## config.mk

```make
export PLATFORM = sky130hd
export DESIGN_NAME = lcdseg_control_regs
export DESIGN_NICKNAME = d
export VERILOG_FILES = /design/src/lcdseg_pkg.sv /design/src/lcdseg_control_regs.sv
export SDC_FILE = /design/constraint.sdc
export NUM_CORES = 1
export LEC_CHECK = 0
export BUFFER_PORTS_ARGS = -buffer_cell sky130_fd_sc_hd__buf_2
export CORE_MARGIN = 2
export CORE_UTILIZATION = 60
export CTS_CLUSTER_SIZE = 24
export DETAILED_ROUTE_END_ITERATION = 6
export HOLD_SLACK_MARGIN = 0.08
export PLACE_DENSITY_LB_ADDON = 0.08
export SLEW_MARGIN = 30
export SYNTH_ARGS = -nofsm -noshare
export SYNTH_HDL_FRONTEND = slang
export SYNTH_SLANG_ARGS = --single-unit
```

## constraint.sdc

```tcl
create_clock -name clk -period 8.71 [get_ports clk]
set_input_delay 0.871 -clock clk [delete_from_list [all_inputs] [get_ports clk]]
set_output_delay 0.871 -clock clk [all_outputs]
set_load 0.05 [all_outputs]
```

## src/lcdseg_pkg.sv

```systemverilog
// Purpose: Shared constants and types for the segment LCD control registers.
// Assumes: AHB-Lite slave, 32-bit data, one register per aligned word.
// Notes: Register offsets are byte addresses in the low address bits.
package lcdseg_pkg;
   // ==========================================================
   // Geometry
   localparam int LCDSEG_FP_COUNT = 41;
   localparam int LCDSEG_BP_COUNT = 4;
   localparam int LCDSEG_SEG_BYTES = 21;
   localparam int LCDSEG_FPEN_REGS = 6;
   localparam int LCDSEG_ADDR_W = 8;

   // ==========================================================
   // Register offsets
   localparam logic [7:0] OFS_CTRL0 = 8'h00;
   localparam logic [7:0] OFS_CTRL1 = 8'h04;
   localparam logic [7:0] OFS_FPEN0 = 8'h08;
   localparam logic [7:0] OFS_CMD = 8'h20;
   localparam logic [7:0] OFS_SEG0 = 8'h40;

   // ==========================================================
   // Field positions
   localparam int CTRL0_DRV_EN_BIT = 7;
   localparam int CTRL0_LOW_POWER_WAVEFORM_SELECT_BIT = 6;
   localparam int CTRL1_IRQ_EN_BIT = 7;
   localparam int CTRL1_WAIT_STOP_BIT = 1;
   localparam int CTRL1_STOP3_STOP_BIT = 0;
   localparam int CMD_BANK_SEL_BIT = 0;

   // ==========================================================
   // Reset values and write masks
   localparam logic [7:0] CTRL0_RST = 8'h00;
   localparam logic [7:0] CTRL1_RST = 8'h00;
   localparam logic [7:0] FPEN_RST = 8'h00;
   localparam logic [7:0] CMD_RST = 8'h00;
   localparam logic [7:0] CTRL1_MASK = 8'h83;
   localparam logic [7:0] CMD_MASK = 8'h01;
   localparam logic [7:0] FPEN_LAST_MASK = 8'h01;
   localparam logic [7:0] SEG_LAST_MASK = 8'h0f;

   // ==========================================================
   // Bus encodings
   localparam logic [1:0] HTRANS_NONSEQ = 2'b10;
   localparam logic HRESP_OKAY = 1'b0;

   // ==========================================================
   // Types
   typedef enum logic [1:0] {
      LCDSEG_PH_IDLE = 2'b00,
      LCDSEG_PH_WRITE = 2'b01,
      LCDSEG_PH_READ = 2'b10
   } lcdseg_phase_t;

   typedef struct packed {
      logic [31:0] haddr;
      logic [1:0] htrans;
      logic hwrite;
      logic [2:0] hsize;
   } lcdseg_ahb_addr_t;

   typedef struct packed {
      logic waitMode;
      logic stop3Mode;
   } lcdseg_pm_t;

   typedef struct packed {
      logic frameStart;
      logic subFrameStart;
   } lcdseg_frame_t;
endpackage

```

## src/lcdseg_control_regs.sv

```systemverilog
// Purpose: Register bank of a segment LCD driver behind an AHB-Lite slave.
// Assumes: Inputs synchronous to clk; one slave, hready is our hreadyout.
// Notes: Reads take one wait state, writes none; segment memory has no reset.
`timescale 1ns/1ps

module lcdseg_control_regs #(
   parameter int FP_COUNT = lcdseg_pkg::LCDSEG_FP_COUNT,
   parameter int BP_COUNT = lcdseg_pkg::LCDSEG_BP_COUNT
) (
   // Clock and reset
   input wire logic clk,
   input wire logic rstn,
   // AHB-Lite slave
   input wire logic hsel,
   input wire lcdseg_pkg::lcdseg_ahb_addr_t ahbAddr,
   input wire logic [31:0] hwdata,
   input wire logic hready,
   output logic hreadyout,
   output logic hresp,
   output logic [31:0] hrdata,
   // Processor power modes and frame timing
   input wire lcdseg_pkg::lcdseg_pm_t powerMode,
   input wire lcdseg_pkg::lcdseg_frame_t frameEvents,
   // Driver controls and interrupt
   output logic frameIrq,
   output logic waveClockRun,
   output logic chargePumpRun,
   output logic lowPowerWaveSelect,
   output logic [FP_COUNT-1:0] frontplaneOutEn,
   output logic [BP_COUNT-1:0] backplaneOutEn,
   // Segment state to the waveform generator
   output logic [FP_COUNT*BP_COUNT-1:0] segmentOn,
   output logic [FP_COUNT*BP_COUNT-1:0] segmentBlink
);
   import lcdseg_pkg::*;

   localparam int SEG_BYTES = (FP_COUNT + 1) / 2;
   localparam int FPEN_REGS = (FP_COUNT + 7) / 8;

   // ==========================================================
   // Elaboration checks
   if (FP_COUNT != LCDSEG_FP_COUNT || BP_COUNT != LCDSEG_BP_COUNT) begin : g_bad_geometry
      $error("Register map is fixed to 41 frontplanes and 4 backplanes");
   end

   // ==========================================================
   // Storage
   logic [7:0] ctrl0;
   logic [7:0] ctrl1;
   logic [7:0] command;
   logic [7:0] fpEnableReg [FPEN_REGS];
   logic [7:0] onMem [SEG_BYTES];
   logic [7:0] blinkMem [SEG_BYTES];
   logic [FP_COUNT-1:0] fpEnable;

   // ==========================================================
   // Bus phase tracking
   lcdseg_phase_t phase;
   logic [LCDSEG_ADDR_W-1:0] dataAddr;
   logic addrTaken;
   logic wrDo;
   logic rdDo;

   // Address phase accepted only on a selected NONSEQ with the bus ready
   assign addrTaken = hsel && hready && (ahbAddr.htrans == HTRANS_NONSEQ);
   assign wrDo = (phase == LCDSEG_PH_WRITE);
   assign rdDo = (phase == LCDSEG_PH_READ);

   // Segment word decode, shared by write and read paths
   function automatic logic segHit(input logic [LCDSEG_ADDR_W-1:0] a);
      segHit = (a >= OFS_SEG0) && (a < OFS_SEG0 + 8'(4 * SEG_BYTES)) && (a[1:0] == 2'b00);
   endfunction

   function automatic logic [4:0] segIndex(input logic [LCDSEG_ADDR_W-1:0] a);
      logic [LCDSEG_ADDR_W-1:0] off;
      off = a - OFS_SEG0;
      segIndex = off[6:2];
   endfunction

   function automatic logic fpenHit(input logic [LCDSEG_ADDR_W-1:0] a);
      fpenHit = (a >= OFS_FPEN0) && (a < OFS_FPEN0 + 8'(4 * FPEN_REGS)) && (a[1:0] == 2'b00);
   endfunction

   function automatic logic [2:0] fpenIndex(input logic [LCDSEG_ADDR_W-1:0] a);
      logic [LCDSEG_ADDR_W-1:0] off;
      off = a - OFS_FPEN0;
      fpenIndex = off[4:2];
   endfunction

   // Phase register: a read holds the bus for one extra cycle
   always_ff @(posedge clk) begin
      if (!rstn) begin
         phase <= LCDSEG_PH_IDLE;
         dataAddr <= '0;
      end else if (addrTaken) begin
         phase <= ahbAddr.hwrite ? LCDSEG_PH_WRITE : LCDSEG_PH_READ;
         dataAddr <= ahbAddr.haddr[LCDSEG_ADDR_W-1:0];
      end else begin
         phase <= LCDSEG_PH_IDLE;
      end
   end

   // Wait state for reads so read data sees every earlier write
   always_ff @(posedge clk) begin
      if (!rstn) begin
         hreadyout <= 1'b1;
      end else begin
         hreadyout <= !(addrTaken && !ahbAddr.hwrite);
      end
   end

   // Slave only ever answers OKAY
   always_ff @(posedge clk) begin
      if (!rstn) begin
         hresp <= HRESP_OKAY;
      end else begin
         hresp <= HRESP_OKAY;
      end
   end

   // ==========================================================
   // Control registers
   // unimplemented ctrl bits
   always_ff @(posedge clk) begin
      if (!rstn) begin
         ctrl0 <= CTRL0_RST;
         ctrl1 <= CTRL1_RST;
         command <= CMD_RST;
      end else if (wrDo) begin
         if (dataAddr == OFS_CTRL0) begin
            ctrl0 <= hwdata[7:0];
         end
         if (dataAddr == OFS_CTRL1) begin
            ctrl1 <= hwdata[7:0] & CTRL1_MASK;
         end
         if (dataAddr == OFS_CMD) begin
            command <= hwdata[7:0] & CMD_MASK;
         end
      end
   end

   always_ff @(posedge clk) begin
      if (!rstn) begin
         for (int i = 0; i < FPEN_REGS; i++) begin
            fpEnableReg[i] <= FPEN_RST;
         end
      end else if (wrDo && fpenHit(dataAddr)) begin
         // last register keeps bit 0 only
         if (fpenIndex(dataAddr) == 3'(FPEN_REGS - 1)) begin
            fpEnableReg[fpenIndex(dataAddr)] <= hwdata[7:0] & FPEN_LAST_MASK;
         end else begin
            fpEnableReg[fpenIndex(dataAddr)] <= hwdata[7:0];
         end
      end
   end

   generate
      for (genvar f = 0; f < FP_COUNT; f++) begin : g_fpen
         assign fpEnable[f] = fpEnableReg[f / 8][f % 8];
      end
   endgenerate

   // ==========================================================
   // Segment memory, two banks, deliberately without reset
   // no reset on memory
   always_ff @(posedge clk) begin
      if (wrDo && segHit(dataAddr)) begin
         if (command[CMD_BANK_SEL_BIT]) begin
            if (segIndex(dataAddr) == 5'(SEG_BYTES - 1)) begin
               blinkMem[segIndex(dataAddr)] <= hwdata[7:0] & SEG_LAST_MASK;
            end else begin
               blinkMem[segIndex(dataAddr)] <= hwdata[7:0];
            end
         end else begin
            if (segIndex(dataAddr) == 5'(SEG_BYTES - 1)) begin
               onMem[segIndex(dataAddr)] <= hwdata[7:0] & SEG_LAST_MASK;
            end else begin
               onMem[segIndex(dataAddr)] <= hwdata[7:0];
            end
         end
      end
   end

   // ==========================================================
   // Read data, registered in the wait state
   always_ff @(posedge clk) begin
      if (!rstn) begin
         hrdata <= '0;
      end else if (rdDo) begin
         hrdata <= '0;
         if (dataAddr == OFS_CTRL0) begin
            hrdata[7:0] <= ctrl0;
         end
         if (dataAddr == OFS_CTRL1) begin
            hrdata[7:0] <= ctrl1;
         end
         if (dataAddr == OFS_CMD) begin
            hrdata[7:0] <= command;
         end
         if (fpenHit(dataAddr)) begin
            hrdata[7:0] <= fpEnableReg[fpenIndex(dataAddr)];
         end
         if (segHit(dataAddr)) begin
            hrdata[7:0] <= command[CMD_BANK_SEL_BIT] ? blinkMem[segIndex(dataAddr)]
                                                      : onMem[segIndex(dataAddr)];
         end
      end
   end

   // ==========================================================
   // Driver run state and pin enables
   logic driverRun;

   assign driverRun = ctrl0[CTRL0_DRV_EN_BIT]
      && !(ctrl1[CTRL1_WAIT_STOP_BIT] && powerMode.waitMode)
      && !(ctrl1[CTRL1_STOP3_STOP_BIT] && powerMode.stop3Mode);

   always_ff @(posedge clk) begin
      if (!rstn) begin
         waveClockRun <= 1'b0;
         chargePumpRun <= 1'b0;
         lowPowerWaveSelect <= 1'b0;
      end else begin
         waveClockRun <= driverRun;
         chargePumpRun <= driverRun;
         lowPowerWaveSelect <= ctrl0[CTRL0_LOW_POWER_WAVEFORM_SELECT_BIT];
      end
   end

   always_ff @(posedge clk) begin
      if (!rstn) begin
         frontplaneOutEn <= '0;
         backplaneOutEn <= '0;
      end else begin
         frontplaneOutEn <= driverRun ? fpEnable : '0;
         backplaneOutEn <= driverRun ? '1 : '0;
      end
   end

   // ==========================================================
   // Frame interrupt request, one cycle per frame or sub-frame
   // request on frame start, or on sub-frame start with the low-power waveform
   always_ff @(posedge clk) begin
      if (!rstn) begin
         frameIrq <= 1'b0;
      end else begin
         frameIrq <= ctrl1[CTRL1_IRQ_EN_BIT] && driverRun
            && (ctrl0[CTRL0_LOW_POWER_WAVEFORM_SELECT_BIT] ? frameEvents.subFrameStart
                                        : frameEvents.frameStart);
      end
   end

   // ==========================================================
   // Segment state outputs
   // nibble per frontplane
   generate
      for (genvar k = 0; k < SEG_BYTES - 1; k++) begin : g_seg
         assign segmentOn[8*k +: 8] = onMem[k];
      end
   endgenerate
   assign segmentOn[8*(SEG_BYTES-1) +: 4] = onMem[SEG_BYTES-1][3:0];

   always_ff @(posedge clk) begin
      for (int k = 0; k < SEG_BYTES - 1; k++) begin
         segmentBlink[8*k +: 8] <= blinkMem[k] & onMem[k];
      end
      segmentBlink[8*(SEG_BYTES-1) +: 4] <= blinkMem[SEG_BYTES-1][3:0] & onMem[SEG_BYTES-1][3:0];
   end

   // ==========================================================
   // Assertions
   logic lastFrameEvt;
   assign lastFrameEvt = ctrl0[CTRL0_LOW_POWER_WAVEFORM_SELECT_BIT] ? frameEvents.subFrameStart
                                                 : frameEvents.frameStart;

   property p_irq_on_frame;
      @(posedge clk) disable iff (!rstn)
         (ctrl1[CTRL1_IRQ_EN_BIT] && driverRun && lastFrameEvt) |=> frameIrq;
   endproperty
   a_irq_on_frame: assert property (p_irq_on_frame) else $error("Frame interrupt missed");

   property p_irq_disabled;
      @(posedge clk) disable iff (!rstn)
         !ctrl1[CTRL1_IRQ_EN_BIT] |=> !frameIrq;
   endproperty
   a_irq_disabled: assert property (p_irq_disabled) else $error("Interrupt while disabled");

   property p_wait_stop;
      @(posedge clk) disable iff (!rstn)
         (ctrl1[CTRL1_WAIT_STOP_BIT] && powerMode.waitMode) |=> !waveClockRun && !chargePumpRun;
   endproperty
   a_wait_stop: assert property (p_wait_stop) else $error("Driver ran in wait");

   property p_stop3_stop;
      @(posedge clk) disable iff (!rstn)
         (ctrl1[CTRL1_STOP3_STOP_BIT] && powerMode.stop3Mode) |=> !waveClockRun
            && frontplaneOutEn == '0;
   endproperty
   a_stop3_stop: assert property (p_stop3_stop) else $error("Driver ran in stop3");

   property p_fp_follow;
      @(posedge clk) disable iff (!rstn)
         driverRun |=> frontplaneOutEn == $past(fpEnable);
   endproperty
   a_fp_follow: assert property (p_fp_follow) else $error("Frontplane enable mismatch");

   property p_fp_ignored;
      @(posedge clk) disable iff (!rstn)
         !ctrl0[CTRL0_DRV_EN_BIT] |=> frontplaneOutEn == '0 && backplaneOutEn == '0;
   endproperty
   a_fp_ignored: assert property (p_fp_ignored) else $error("Pins driven while off");

   property p_fp_last_bits;
      @(posedge clk) disable iff (!rstn)
         fpEnableReg[FPEN_REGS-1][7:1] == 7'h00;
   endproperty
   a_fp_last_bits: assert property (p_fp_last_bits) else $error("Reserved enable bits set");

   property p_read_wait;
      @(posedge clk) disable iff (!rstn)
         (addrTaken && !ahbAddr.hwrite) |=> !hreadyout ##1 hreadyout;
   endproperty
   a_read_wait: assert property (p_read_wait) else $error("Read wait state wrong");

   property p_ctrl1_write;
      @(posedge clk) disable iff (!rstn)
         (wrDo && dataAddr == OFS_CTRL1) |=> ctrl1 == ($past(hwdata[7:0]) & CTRL1_MASK);
   endproperty
   a_ctrl1_write: assert property (p_ctrl1_write) else $error("Control write lost");

endmodule

```

==> results_dict.tcl <==
set metrics [dict create \
    synth_ff_type "edfxtp_1" \
    portBuffers 412 \
    n_fill_cell 3332 \
    dieArea_um2 52180 \
    path_clk_slew_ns 0.06 \
    drv_cap 0 \
    period_needed_ns 3.741 \
    crit_end "blinkMem[6][7]$_DFFE_PP_" \
    irDropWorstVdd_mv 0.1537 \
    max_clock_freq_ghz 0.2673 \
    synth_cells 1815 \
    initial_core_util_pct 60.49 \
    cp_common_cell "buf_4" \
    post_cts_buffers 0 \
    fin_skew_ns 0.02663 \
    wl_met3_mm 8.200 \
    grtUsageTotal_pct 31.48 \
    multi_input_area_um2 8168 \
    leakagePower_nw 13.48 \
    mostFrequentLayoutCells "edfxtp_1, buf_2, and2_1" \
    core_um2 49970 \
    path_delay_family "buffers and inverters" \
    drt_iter0_drc 1964 \
    wl_per_cell_um 26.12 \
    outcome "complete, no violations" \
    setup_viol 0 \
    cp_slowest_cell "buf_4" \
    synth_edf_count 576 \
    clk-insertion-delay-late_ns 0.63 \
    vias 18570 \
    slew_headroom_pct 31.98 \
    synth_warnings 0 \
    start_kind "register" \
    cts_made_buffers 79 \
    ctsHoldBuffers 0 \
    ff_latch_area_um2 22090 \
    fin_crit_sh_pct 42.95 \
    die_h_um 228.4 \
    rrSetupSlack_ns 4.97 \
    fin_tns_setup_ns 0 \
    wl_met1_mm 31.38 \
    finalNetCount 2509 \
    rsz0062_at_grt "false" \
    cts_root_buf "clkbuf_16" \
    rr_startpoint "dataAddr[3]$_SDFFE_PN0P_" \
    final_hold_viol_count 0 \
    final_layout_size_suffix_gt1_share_pct 27.41 \
    crit_start "dataAddr[3]$_SDFFE_PN0P_" \
    synthDistinctLibCells 72 \
    cp-end-kind "register" \
    rr_worst_depth 6 \
    grt.overflow.total 0 \
    dr.max_layer_used "met4" \
    grt_pass1_wl_mm 118.8 \
    synthArstFlopShare_pct 0 \
    ant_nets 0 \
    routed_via_density 5.864 \
    p_per_area_nw_per_um2 218.7 \
    antenna_found_initial 0 \
    syn_to_final_growth_pct 19.49 \
    die_w_um 228.4 \
    finalWeightedCongestion 0.9095 \
    grt_pass1_vias 18120 \
    hp-start "ctrl0[0]$_SDFFE_PN0P_" \
    ctsResizeCount 0 \
    wirelength_mm 82.71 \
    rows 82 \
    ios 489 \
    ys_ff_latch 815 \
    grt_max_degree 73 \
    cp_cell_sequence "buf_4 > buf_4 > nor2_1 > nand2_1 > and3_1 > buf_4" \
    cts_tree "built" \
    crit_path_max_incr_delay_ns 0.85 \
    clockBufferDepth 3 \
    synthesis.area_um2 30220 \
    hold_slack_ns 0.4646 \
    worst_pin_slew_ns 1.017 \
    syn_avg_cell_area_um2 16.65 \
    htreeDepth 3 \
    path_max_fanout 57 \
    route.detailed.drc 0 \
    met2_length_mm 40.55 \
    critPathArrivalTime_ns 4.15 \
    critical_path_cell_count 6 \
    dpl.hpwl_mm 56.15 \
    cp.required_ns 9.12 \
    critical_path_class "register to register" \
    path_buf_inv 3 \
    numClockSinks 815 \
    holdCritPathClass "register to register" \
    first_pass_iters 5 \
    ys_seq_area_share_pct 73.06 \
    drv_slew 0 \
    antenna_cells 0 \
    r2r-end "blinkMem[6][7]$_DFFE_PP_" \
    final_common_cell "edfxtp_1" \
]
## layout make-up
cell class	count	share of cell area (%)
repair buffers	444	6.385
clock buffers	116	6.638
well taps	672	2.328
flip-flops and latches	815	61.16
clock inverters	30	0.7968
multi-input cells	1083	22.62
inverters	7	0.07276
## registers in the layout, summed over array words and instances (netlist names)
signal / count
onMem: 256
ctrl0: 8
hreadyout: 1
dataAddr: 8
backplaneOutEn: 1
lowPowerWaveSelect: 1
frontplaneOutEn: 41
frameIrq: 1
command: 1
phase: 2
ctrl1: 3
hrdata: 8
fpEnableReg: 64
segmentBlink: 164
blinkMem: 256
## cells in the mapped netlist, types with 18 or more instances
cell | n | area share [%]
buf_4 | 48 | 1.2
a22oi_1 | 33 | 0.82
o22ai_1 | 27 | 0.56
dfxtp_1 | 239 | 16
mux4_1 | 18 | 1.6
a21boi_0 | 19 | 0.47
mux2i_1 | 114 | 3.8
and2_1 | 249 | 5.2
nand3_1 | 32 | 0.53
nor2_1 | 67 | 0.83
mux4_2 | 68 | 5.1
buf_2 | 27 | 0.45
edfxtp_1 | 576 | 57
nand2_1 | 56 | 0.70
## cells by family (layout without fill, tap and decap cells)
| group | count (synthesis) | count (layout) | share of synthesized area [%] |
|---|---|---|---|
| AND/OR/NAND/NOR | 511 | 511 | 9.791 |
| buffers and inverters | 117 | 597 | 2.538 |
| AO/OA/AOI/OAI | 159 | 159 | 3.738 |
| other | 1 | 201 | 0.01241 |
| multiplexers | 211 | 211 | 10.82 |
| flip-flops | 815 | 815 | 73.06 |
| adder cells (fa/ha/maj) | 1 | 1 | 0.04139 |
## worst min-delay path: cells and delay by family (launching register included)
kind,cells,cell delay [ns]
and+or+nand+nor,1,0.06
DFF,1,0.31
AOI/OAI and AO/OA,1,0.05
## through the flow
| stage | power (W) | utilization, % | worst slack, ns | area (um2) | std cells |
|---|---|---|---|---|---|
| after floorplan | 0.004412 | - | 5.733 | 30970 | 2015 |
| after global placement | 0.004464 | 66.83 | 5.120 | 33390 | 3021 |
| after detailed placement | 0.004472 | 66.86 | 5.057 | 33410 | 3021 |
| after CTS | 0.007914 | 72.24 | 5.037 | 36090 | 3167 |
| after global routing | 0.008082 | 72.28 | 4.858 | 36110 | 3167 |
| final | 0.007897 | 72.28 | 4.969 | 36110 | 3167 |
## per-layer routing
metal  vias up  track usage, %
met2      1156           52.01
met3       186           6.849
met4         0           10.70
met5         -               0
li1       7915               -
met1      9315           41.93
## where the power goes
part	switching, W	leakage, nW	internal (W)
registers	0.0000190	7.39	0.00419
clock network	0.00144	1.32	0.00206
logic	0.000139	4.78	0.0000510
total	0.00160	13.5	0.00630
## worst min-delay path by stage
stage	slack [ns]	to	cells past startpoint
global route	0.48	frontplaneOutEn[5]$_SDFF_PN0_	1
detailed placement	0.45	ctrl0[0]$_SDFFE_PN0P_	2
floorplan	0.44	ctrl0[0]$_SDFFE_PN0P_	2
global placement	0.44	ctrl0[0]$_SDFFE_PN0P_	2
finish	0.46	ctrl0[0]$_SDFFE_PN0P_	2
CTS	0.46	ctrl0[0]$_SDFFE_PN0P_	2
Note: power is estimated with default switching activity, not from simulation.
